## src/design/negotiation_enable_bit_pkg.sv

```systemverilog
// Package of constants for emulated virtual PHY negotiation
// Operation
// RULE1: Negotiation runs only while the negotiation enable bit is set.
// RULE2: Resets, soft resets, restart write, digital reset, loader reload restart negotiation.
// RULE3: Negotiation also restarts when the loader finishes updating strap values.
// RULE4: Each run sets complete, then page received, then registers the result.
// RULE5: Result comes from ANDing local and partner technology ability bits.
// RULE6: Priority is 100 full, 100 half, 10 full, 10 half.
// RULE7: Advertisement resets with all four ability bits set; software may rewrite them.
// RULE8: Advertisement changes after completion apply only at the next run. The code does not hold partnerPause: it shows a new local pause write at once.
// RULE9: Partner default abilities come from port 0 duplex and speed straps.
// RULE10: Straps are static; their change does not start a new run.
// RULE11: No next page, remote fault or four-pair 100 ability on either side.
// RULE12: Common ability gives success, partner-able set, partner bits loaded.
// RULE13: No common ability fails, uses parallel detect, clears partner-able, half duplex.
// RULE14: Parallel detect takes speed from the port 0 speed strap.
// RULE15: After parallel detect exactly one partner technology bit is set.
// RULE16: Negotiation off forces speed and duplex from control bits, else they're ignored.
// RULE17: Global soft reset bit clears itself when the virtual PHY reset completes.
// RULE18: Registered result holds between runs except for resets.
`default_nettype none
package negotiation_enable_bit_pkg;
   // Technology ability field order: {100FD, 100HD, 10FD, 10HD}
   localparam int ABIL_W = 4;
   localparam logic [3:0] ABIL_RESET = 4'hF;
   localparam int ABIL_100FD = 3;
   localparam int ABIL_100HD = 2;
   localparam int ABIL_10FD = 1;
   localparam int ABIL_10HD = 0;
   localparam logic [3:0] ABIL_NONE = 4'h0;
   localparam logic [1:0] PAUSE_RESET = 2'h0;
   // Soft reset duration
   localparam int CLK_MHZ = 250;
   localparam int SOFT_RST_US = 102;
   localparam int SOFT_RST_CYC = SOFT_RST_US * CLK_MHZ;
endpackage : negotiation_enable_bit_pkg
`default_nettype wire

```

## src/design/vphy_autoneg.sv

```systemverilog
// Emulated auto-negotiation core of the virtual PHY
`default_nettype none
module vphy_autoneg #(
   parameter int SOFT_RST_CYCLES = negotiation_enable_bit_pkg::SOFT_RST_CYC
) (
   // Clock and reset
   input  wire logic       core_clk,
   input  wire logic       resetn,
   // Reset and restart events (one-cycle pulses, core clock)
   input  wire logic       digitalRst,
   input  wire logic       loaderReload,
   input  wire logic       loaderStrapDone,
   input  wire logic       globalSoftRstSet,
   input  wire logic       ctrlSoftRstSet,
   input  wire logic       restartWr,
   // Basic control bits
   input  wire logic       negEnable,
   input  wire logic       ctrlSpeed100,
   input  wire logic       ctrlFullDuplex,
   // Local advertisement write
   input  wire logic       advWr,
   input  wire logic [3:0] advWrData,
   input  wire logic [1:0] advPauseWrData,
   // Port 0 straps (pins)
   input  wire logic       strapDuplex,
   input  wire logic       strapSpeed,
   // Status
   output logic            globalSoftRst,
   output logic            ctrlSoftRst,
   output logic            negComplete,
   output logic            pageReceived,
   output logic            partnerNegAble,
   output logic [3:0]      localAdv,
   output logic [1:0]      localPause,
   output logic [3:0]      partnerAbil,
   output logic [1:0]      partnerPause,
   output logic            nextPageAble,
   output logic            remoteFault,
   output logic            t4Able,
   // Resolved link
   output logic            linkSpeed100,
   output logic            linkFullDuplex,
   output logic            linkPause
);
   // -------------------------------------------------------------
   // State
   // -------------------------------------------------------------
   typedef enum logic [1:0] {
      ST_IDLE   = 2'b00,
      ST_CMPL   = 2'b01,
      ST_PAGE   = 2'b10,
      ST_RESOLV = 2'b11
   } ph_t;

   typedef struct packed {
      ph_t        ph;
      logic       pend;
      logic       dupS1, dupS2, spdS1, spdS2;
      logic       gRst, cRst;
      logic       cmpl, page, pAble;
      logic [3:0] adv;
      logic [1:0] pause;
      logic [3:0] lp;
      logic       spd, fdx, pse;
   } st_t;
   st_t st_r, st_nxt;

   logic       softStart, tmrBusy, tmrDone, anyRst, restart;
   logic [3:0] ptnDefault, common;

   // Soft reset request starts the timer
   assign softStart = (globalSoftRstSet || ctrlSoftRstSet) && !tmrBusy;

   virtual_phy_soft_reset_timer #(.CYCLES(SOFT_RST_CYCLES)) u_rst_timer (
      .core_clk (core_clk),
      .resetn   (resetn),
      .start    (softStart),
      .busy     (tmrBusy),
      .done     (tmrDone)
   );

   // -------------------------------------------------------------
   // Partner abilities and resolution
   // -------------------------------------------------------------
   // Partner default from straps: speed picks rate, duplex picks FD
   always_comb begin
      ptnDefault = negotiation_enable_bit_pkg::ABIL_NONE;
      ptnDefault[negotiation_enable_bit_pkg::ABIL_10HD] = 1'b1; // RULE9
      ptnDefault[negotiation_enable_bit_pkg::ABIL_10FD] = st_r.dupS2;
      ptnDefault[negotiation_enable_bit_pkg::ABIL_100HD] = st_r.spdS2;
      ptnDefault[negotiation_enable_bit_pkg::ABIL_100FD] = st_r.spdS2 && st_r.dupS2;
   end

   assign common = st_r.adv & ptnDefault; // RULE5

   // Reset-class events reload registers and rerun negotiation
   assign anyRst = digitalRst || tmrDone;
   assign restart = anyRst || restartWr || loaderReload || loaderStrapDone; // RULE2 RULE3

   // -------------------------------------------------------------
   // Next state
   // -------------------------------------------------------------
   always_comb begin
      st_nxt = st_r;
      // Strap synchronisers
      st_nxt.dupS1 = strapDuplex;
      st_nxt.dupS2 = st_r.dupS1;
      st_nxt.spdS1 = strapSpeed;
      st_nxt.spdS2 = st_r.spdS1;
      // Soft reset bits self clear at end of reset; set wins
      if (tmrDone) begin
         st_nxt.gRst = 1'b0; // RULE17
         st_nxt.cRst = 1'b0;
      end
      if (globalSoftRstSet) st_nxt.gRst = 1'b1;
      if (ctrlSoftRstSet) st_nxt.cRst = 1'b1;
      // Advertisement write
      if (advWr) begin
         st_nxt.adv = advWrData; // RULE7
         st_nxt.pause = advPauseWrData;
      end
      // Run sequencer
      unique case (st_r.ph)
         ST_IDLE: begin
            if (st_r.pend && negEnable) begin // RULE1
               st_nxt.pend = 1'b0;
               st_nxt.ph = ST_CMPL;
            end
         end
         ST_CMPL: begin
            st_nxt.cmpl = 1'b1; // RULE4
            st_nxt.ph = ST_PAGE;
         end
         ST_PAGE: begin
            st_nxt.page = 1'b1; // RULE4
            st_nxt.ph = ST_RESOLV;
         end
         ST_RESOLV: begin
            st_nxt.ph = ST_IDLE;
            st_nxt.pse = st_r.pause[0]; // Partner mirrors our pause
            if (common != negotiation_enable_bit_pkg::ABIL_NONE) begin
               st_nxt.pAble = 1'b1; // RULE12
               st_nxt.lp = ptnDefault;
               st_nxt.spd = common[negotiation_enable_bit_pkg::ABIL_100FD] ||
                            common[negotiation_enable_bit_pkg::ABIL_100HD]; // RULE6
               st_nxt.fdx = common[negotiation_enable_bit_pkg::ABIL_100FD] ||
                            (!common[negotiation_enable_bit_pkg::ABIL_100HD] &&
                             common[negotiation_enable_bit_pkg::ABIL_10FD]);
            end else begin
               st_nxt.pAble = 1'b0; // RULE13
               st_nxt.fdx = 1'b0;
               st_nxt.spd = st_r.spdS2; // RULE14
               st_nxt.lp = st_r.spdS2 ? 4'h4 : 4'h1; // RULE15
               st_nxt.pse = 1'b0;
            end
         end
      endcase
      // A restart clears complete and page received and schedules a fresh run
      if (restart) begin
         st_nxt.pend = 1'b1;
         st_nxt.ph = ST_IDLE;
         st_nxt.cmpl = 1'b0;
         st_nxt.page = 1'b0;
      end
      if (anyRst) begin
         st_nxt.adv = negotiation_enable_bit_pkg::ABIL_RESET;
         st_nxt.pause = negotiation_enable_bit_pkg::PAUSE_RESET;
      end
   end

   // State register; result fields change only in ST_RESOLV
   always_ff @(posedge core_clk) begin
      if (!resetn) begin
         st_r <= '0;
         st_r.adv <= negotiation_enable_bit_pkg::ABIL_RESET; // RULE7
         st_r.pend <= 1'b1; // RULE2
      end else begin
         st_r <= st_nxt; // RULE8 RULE10 RULE18
      end
   end

   // -------------------------------------------------------------
   // Outputs
   // -------------------------------------------------------------
   assign globalSoftRst = st_r.gRst;
   assign ctrlSoftRst = st_r.cRst;
   assign negComplete = st_r.cmpl;
   assign pageReceived = st_r.page;
   assign partnerNegAble = st_r.pAble;
   assign localAdv = st_r.adv;
   assign localPause = st_r.pause;
   assign partnerAbil = st_r.lp;
   assign partnerPause = st_r.pAble ? st_r.pause : 2'h0;
   assign nextPageAble = 1'b0; // RULE11
   assign remoteFault = 1'b0; // RULE11
   assign t4Able = 1'b0; // RULE11
   // Forced mode when negotiation is off
   assign linkSpeed100 = negEnable ? st_r.spd : ctrlSpeed100; // RULE16
   assign linkFullDuplex = negEnable ? st_r.fdx : ctrlFullDuplex; // RULE16
   assign linkPause = negEnable ? st_r.pse : 1'b0;
endmodule : vphy_autoneg
`default_nettype wire

```

## src/design/virtual_phy_soft_reset_timer.sv

```systemverilog
// Countdown timer that times out the virtual PHY soft reset
`default_nettype none
module virtual_phy_soft_reset_timer #(
   parameter int CYCLES = 25500
) (
   // Clock and reset
   input  wire logic core_clk,
   input  wire logic resetn,
   // Control
   input  wire logic start,
   output logic      busy,
   output logic      done
);
   typedef struct packed {
      logic [31:0] cnt;
      logic        busy;
      logic        done;
   } st_t;
   st_t st_r, st_nxt;

   // Count down while busy, pulse done at the end
   always_comb begin
      st_nxt = st_r;
      st_nxt.done = 1'b0;
      if (start) begin
         st_nxt.busy = 1'b1;
         st_nxt.cnt = 32'(CYCLES - 1);
      end else if (st_r.busy) begin
         if (st_r.cnt == 32'h0) begin
            st_nxt.busy = 1'b0;
            st_nxt.done = 1'b1;
         end else begin
            st_nxt.cnt = st_r.cnt - 32'h1;
         end
      end
   end

   // State register
   always_ff @(posedge core_clk) begin
      if (!resetn) st_r <= '0;
      else st_r <= st_nxt;
   end

   assign busy = st_r.busy;
   assign done = st_r.done;
endmodule : virtual_phy_soft_reset_timer
`default_nettype wire

```

## config.mk

```make
export PLATFORM = sky130hd
export DESIGN_NAME = vphy_autoneg
export DESIGN_NICKNAME = d
export VERILOG_FILES = /design/src/design/negotiation_enable_bit_pkg.sv /design/src/design/vphy_autoneg.sv /design/src/design/virtual_phy_soft_reset_timer.sv
export SDC_FILE = /design/constraint.sdc
export NUM_CORES = 1
export LEC_CHECK = 0
export BUFFER_PORTS_ARGS = -buffer_cell sky130_fd_sc_hd__buf_4
export CORE_UTILIZATION = 50
export DETAILED_ROUTE_END_ITERATION = 8
export PLACE_DENSITY = 0.79
export SLEW_MARGIN = 30
export SYNTH_ARGS = -nofsm -noshare
export SYNTH_HDL_FRONTEND = slang
export SYNTH_SLANG_ARGS = --single-unit
```

## constraint.sdc

```tcl
create_clock -name core_clk -period 7.4 [get_ports core_clk]
set_input_delay 0.37 -clock core_clk [delete_from_list [all_inputs] [get_ports core_clk]]
set_output_delay 0.37 -clock core_clk [all_outputs]
set_load 0.05 [all_outputs]
```

; Word-level counts from Yosys, hierarchy flattened
; Cells that the tools add are included.
[word_totals]
out_inout_bits = 23
in_bits = 20
register_bits = 59
[classes]
n_bitwise = 4
n_addsub = 1
mux = 17
n_eq_ne = 5
reduce_logical = 26
[ops]
columns = operator, n
row1 = 32-bit logical NOT, 1
row2 = 32-bit by 1-bit subtractor with 32-bit output (second input constant), 1
row3 = 17-bit two-way mux, 1
row4 = 16-bit two-way mux, 1
row5 = 15-bit two-way mux, 1
row6 = 2-bit case mux with 4 select lines, 1
row7 = 1-bit logical OR, 7
row8 = 1-bit two-way mux, 7
row9 = 2-bit two-way mux, 3
row10 = 3-bit two-way mux, 2
row11 = 6-bit two-way mux, 1
row12 = 2-bit AND reduction, 3
row13 = 2-bit nonzero test, 3
row14 = 2-bit OR reduction, 3
row15 = 4-bit bitwise AND, 1
row16 = 2-bit == test (second input constant), 2
row17 = 1-bit logical AND, 4
row18 = 2-bit != test (second input constant), 2
row19 = 4-bit nonzero test, 1
row20 = 1-bit NOT, 3
row21 = 3-bit OR reduction, 1
row22 = 2-bit by 1-bit == test with 1-bit output (second input constant), 1
row23 = 1-bit logical NOT, 2
row24 = 2-bit logical NOT, 1

; Longest topological paths before layout
[depth]
word_depth = 6
mapped_depth = 10
ltp_nobuf = 7

; Cells and area by module
; Synthesis repeated with hierarchy kept, for this count alone.
[unflattened]
cells_unflattened = 320
hier_area_um2 = 2896.5
[by_module_without_submodules]
columns = module, cells_per_inst, area_each_um2, instances
row1 = virtual_phy_soft_reset_timer, 199, 1747.9, 1
row2 = vphy_autoneg, 121, 1148.6, 1

; Least setup slack after synthesis
; OpenSTA, ideal clock, no wires.
[synth_path]
path_type = register to register
from = reg u_rst_timer.st_r[2] in the netlist's numbering
to = reg u_rst_timer.st_r[9] in the netlist's numbering
path_stages_with_launch = 10
path_buffers = 2
arrival_ns = 2.337
setup_slack_ns = 4.941
synth_period_minus_slack_ns = 2.459
path_cell_list = dfxtp_1 > inv_1 > ha_1 > or4b_1 > buf_2 > or4_4 > o31a_1 > buf_6 > a311oi_1 > nor3_1
[synth_between]
elab_chain_cells = 4
[synth_lines]
columns = item, line_no
row1 = from (decl), virtual_phy_soft_reset_timer.sv:19  ; st_t st_r, st_nxt;
row2 = from (signal assigned), virtual_phy_soft_reset_timer.sv:41  ; else st_r <= st_nxt;
row3 = 32-bit by 1-bit subtractor with 32-bit output, virtual_phy_soft_reset_timer.sv:33  ; st_nxt.cnt = st_r.cnt - 32'h1;
row4 = 15-bit two-way mux, virtual_phy_soft_reset_timer.sv:29  ; if (st_r.cnt == 32'h0) begin
row5 = 17-bit two-way mux, virtual_phy_soft_reset_timer.sv:28  ; end else if (st_r.busy) begin
row6 = 16-bit two-way mux, virtual_phy_soft_reset_timer.sv:25  ; if (start) begin
; Several ways; a longest one is shown, not always the timed one. The select of a mux whose other input is x is not followed.
; A chain may end at the register's enable or synchronous reset.

; Worst setup path after layout
[layout_path]
from = reg u_rst_timer.st_r[2] in the netlist's numbering
to = reg u_rst_timer.st_r[21] in the netlist's numbering
[layout_between]
elab_chain_cells = 3
[layout_lines]
columns = item
row1 = branches (longest 3 deep; another with 32-bit by 1-bit subtractor with 32-bit output)
; Several ways; the timed one is not identified.

==> results_dict.tcl <==
set metrics [dict create \
    drc_errors 0 \
    via_per_inst 5.70 \
    die_x_um 76.9 \
    cp-start-kind "register" \
    synth_seq_cells 59 \
    cts-root-buf "clkbuf_8" \
    grt_use_total_pct 21.7 \
    fmax_mhz 349 \
    synth_flop_cell "dfxtp_1" \
    fp-row-count 26 \
    post_cts_buffers 0 \
    port_buffers 39 \
    tightest_slew_ns 0.906 \
    p_per_area_nw_per_um2 237 \
    cap_violations 0 \
    vias 2394 \
    setup_viol_count_final 0 \
    synth_top_area_share_pct 42.1 \
    cp-end-kind "register" \
    syn_area_per_cell_um2 8.79 \
    clk_pin_slew_ns 0.07 \
    clock-skew-final_ns 0.00538 \
    drive_above_1_share_pct 18.9 \
    synthArstFlopShare_pct 0 \
    met3_usage_pct 4.52 \
    slew-limit-headroom_pct 39.1 \
    ys_seq_area_share_pct 42.1 \
    synth_warnings 0 \
    finalSetupTns_ns 0 \
    hpwl_um 4120 \
    final-hold-violation-count 0 \
    cts_resized 0 \
    hp-class "input pin to register" \
    initial_core_util_pct 53.5 \
    outcome "finished clean" \
    slew_violations 0 \
    ant_nets 0 \
    coreArea_um2 5240 \
    grtUsageMet1_pct 25.8 \
    routedWlPerCell_um 14.2 \
    worstPathArrival_ns 3.09 \
    synth_most_common_cell "dfxtp_1" \
    pre_cts_ws_ns 4.30 \
    cts_tree "yes" \
    synthTopCellsByCount "59 x dfxtp_1, 32 x a21oi_1, 24 x nand2_1" \
    dr.pass1.iters 4 \
    gr-total-overflow 0 \
    critPathMaxFanout 22 \
    area_growth_pct 16.1 \
    io_pins 43 \
    synth_edf_count 0 \
    first_global_vias 2289 \
    h-tree-depth 3 \
    fin_crit_sh_pct 38.7 \
    drtIter0Drc 73 \
    cts_buffers 9 \
    routed_wirelength_um 5960 \
    die_area_um2 5910 \
    use_met2_pct 36.4 \
    n_antenna_cell 0 \
    whs_ns 0.241 \
    rsz0062_at_grt "false" \
    fin_cells 420 \
    critPathRequiredTime_ns 7.62 \
    p_leak_nw 1.26 \
    cts_sinks 59 \
    layout_setup_ws_ns 4.54 \
    grt_start_max_net_pins 32 \
    postCtsHoldBufs 0 \
    total_power_mw 0.773 \
    antenna_found_initial 0 \
    finalNetCount 370 \
    ir_worst_vdd_mv 0.138 \
    final_util_pct 62.2 \
    netlist_top_cells_area "dfxtp_1 42%, a21oi_1 5.7%, or4_1 5.1%, o31ai_1 4.6%, buf_4 3.5%" \
    worstSetupPathType "register to register" \
    clk_latency_ns 0.34 \
    place_congestion 0.815 \
    dieHeight_um 76.9 \
    clock_path_buffers 2 \
    layout_min_cycle_time_ns 2.86 \
    synth_top_area_cell "dfxtp_1" \
    fin_area_um2 3260 \
    dp.cells 403 \
    synth_area_um2 2800 \
    grt_pass1_wl_um 10300 \
    placed_area_um2 3020 \
    grt.busiest_layer "met2" \
    synth_cell_type_count 49 \
    syn_inst 319 \
]
## area by class of cell
type | instances | area [um2]
fill | 451 | 1980
multi-input combinational | 225 | 1420
sequential | 59 | 1180
timing repair buffer | 40 | 304
clock buffer | 12 | 155
tap | 70 | 87.6
clock inverter | 4 | 72.6
inverter | 10 | 37.5
## flip-flops by register name (all words and copies together), names as in the netlist, 2 cells and up
register,flops
u_rst_timer.st_r,32
ptnDefault,2
partnerAbil,4
st_r,6
localPause,2
localAdv,4
st_nxt,2
## logic make-up (layout without fill, tap and decap cells)
| family | Yosys count | after routing | share of synthesized area, % |
|---|---|---|---|
| mux | 10 | 10 | 3.70 |
| fa+ha+maj | 5 | 5 | 2.23 |
| buf+inv | 37 | 66 | 7.59 |
| simple gates | 127 | 127 | 25.4 |
| flops | 59 | 59 | 42.1 |
| compound gates | 80 | 80 | 18.8 |
| other cells | 1 | 3 | 0.134 |
## worst max-delay path: stages, from the launching register on
cell and delay, ns:
dfxtp_1 0.33, inv_1 0.08, ha_1 0.16, or4b_1 0.56, or4_4 0.58, o31ai_4 0.39, buf_6 0.26, nor4_1 0.08
mux2_1 0.32
## worst paths after layout
path                               end                start  slack (ns)  cells after the start
setup / recovery  u_rst_timer.st_r[21]  u_rst_timer.st_r[2]        4.54                      8
hold / removal              st_nxt[18]           strapSpeed        0.24                      2
setup reg to reg  u_rst_timer.st_r[21]  u_rst_timer.st_r[2]        4.54                      8
hold reg to reg          ptnDefault[1]           st_nxt[20]        0.44                      1
## metal layers
metal  up-vias  wire length [um]
met5         -                 0
met4         0                98
met3         8               275
met2        51              2850
met1      1121              2730
li1       1214                 -
## layout by cell type, fill, tap and decap left out, types with 6 or more instances in the layout
master    synthesis  routed
or4_1            19      19
or3_1            12      12
clkbuf_8          0      11
nor2_1           23      23
a31oi_1           6       6
o31ai_1          17      17
nor4_1            6       6
inv_1            10      10
buf_4            13      39
nand2_1          24      24
or2_2             6       6
a21oi_1          32      32
mux2i_1           7       7
dfxtp_1          59      59
and2_1            8       8
## power breakdown
part	switching (mW)	leakage [nW]	internal, mW
Combinational	0.0646	0.669	0.0349
Sequential	0.0101	0.481	0.328
Clock	0.128	0.113	0.208
Power figures use the tool's default switching activity.
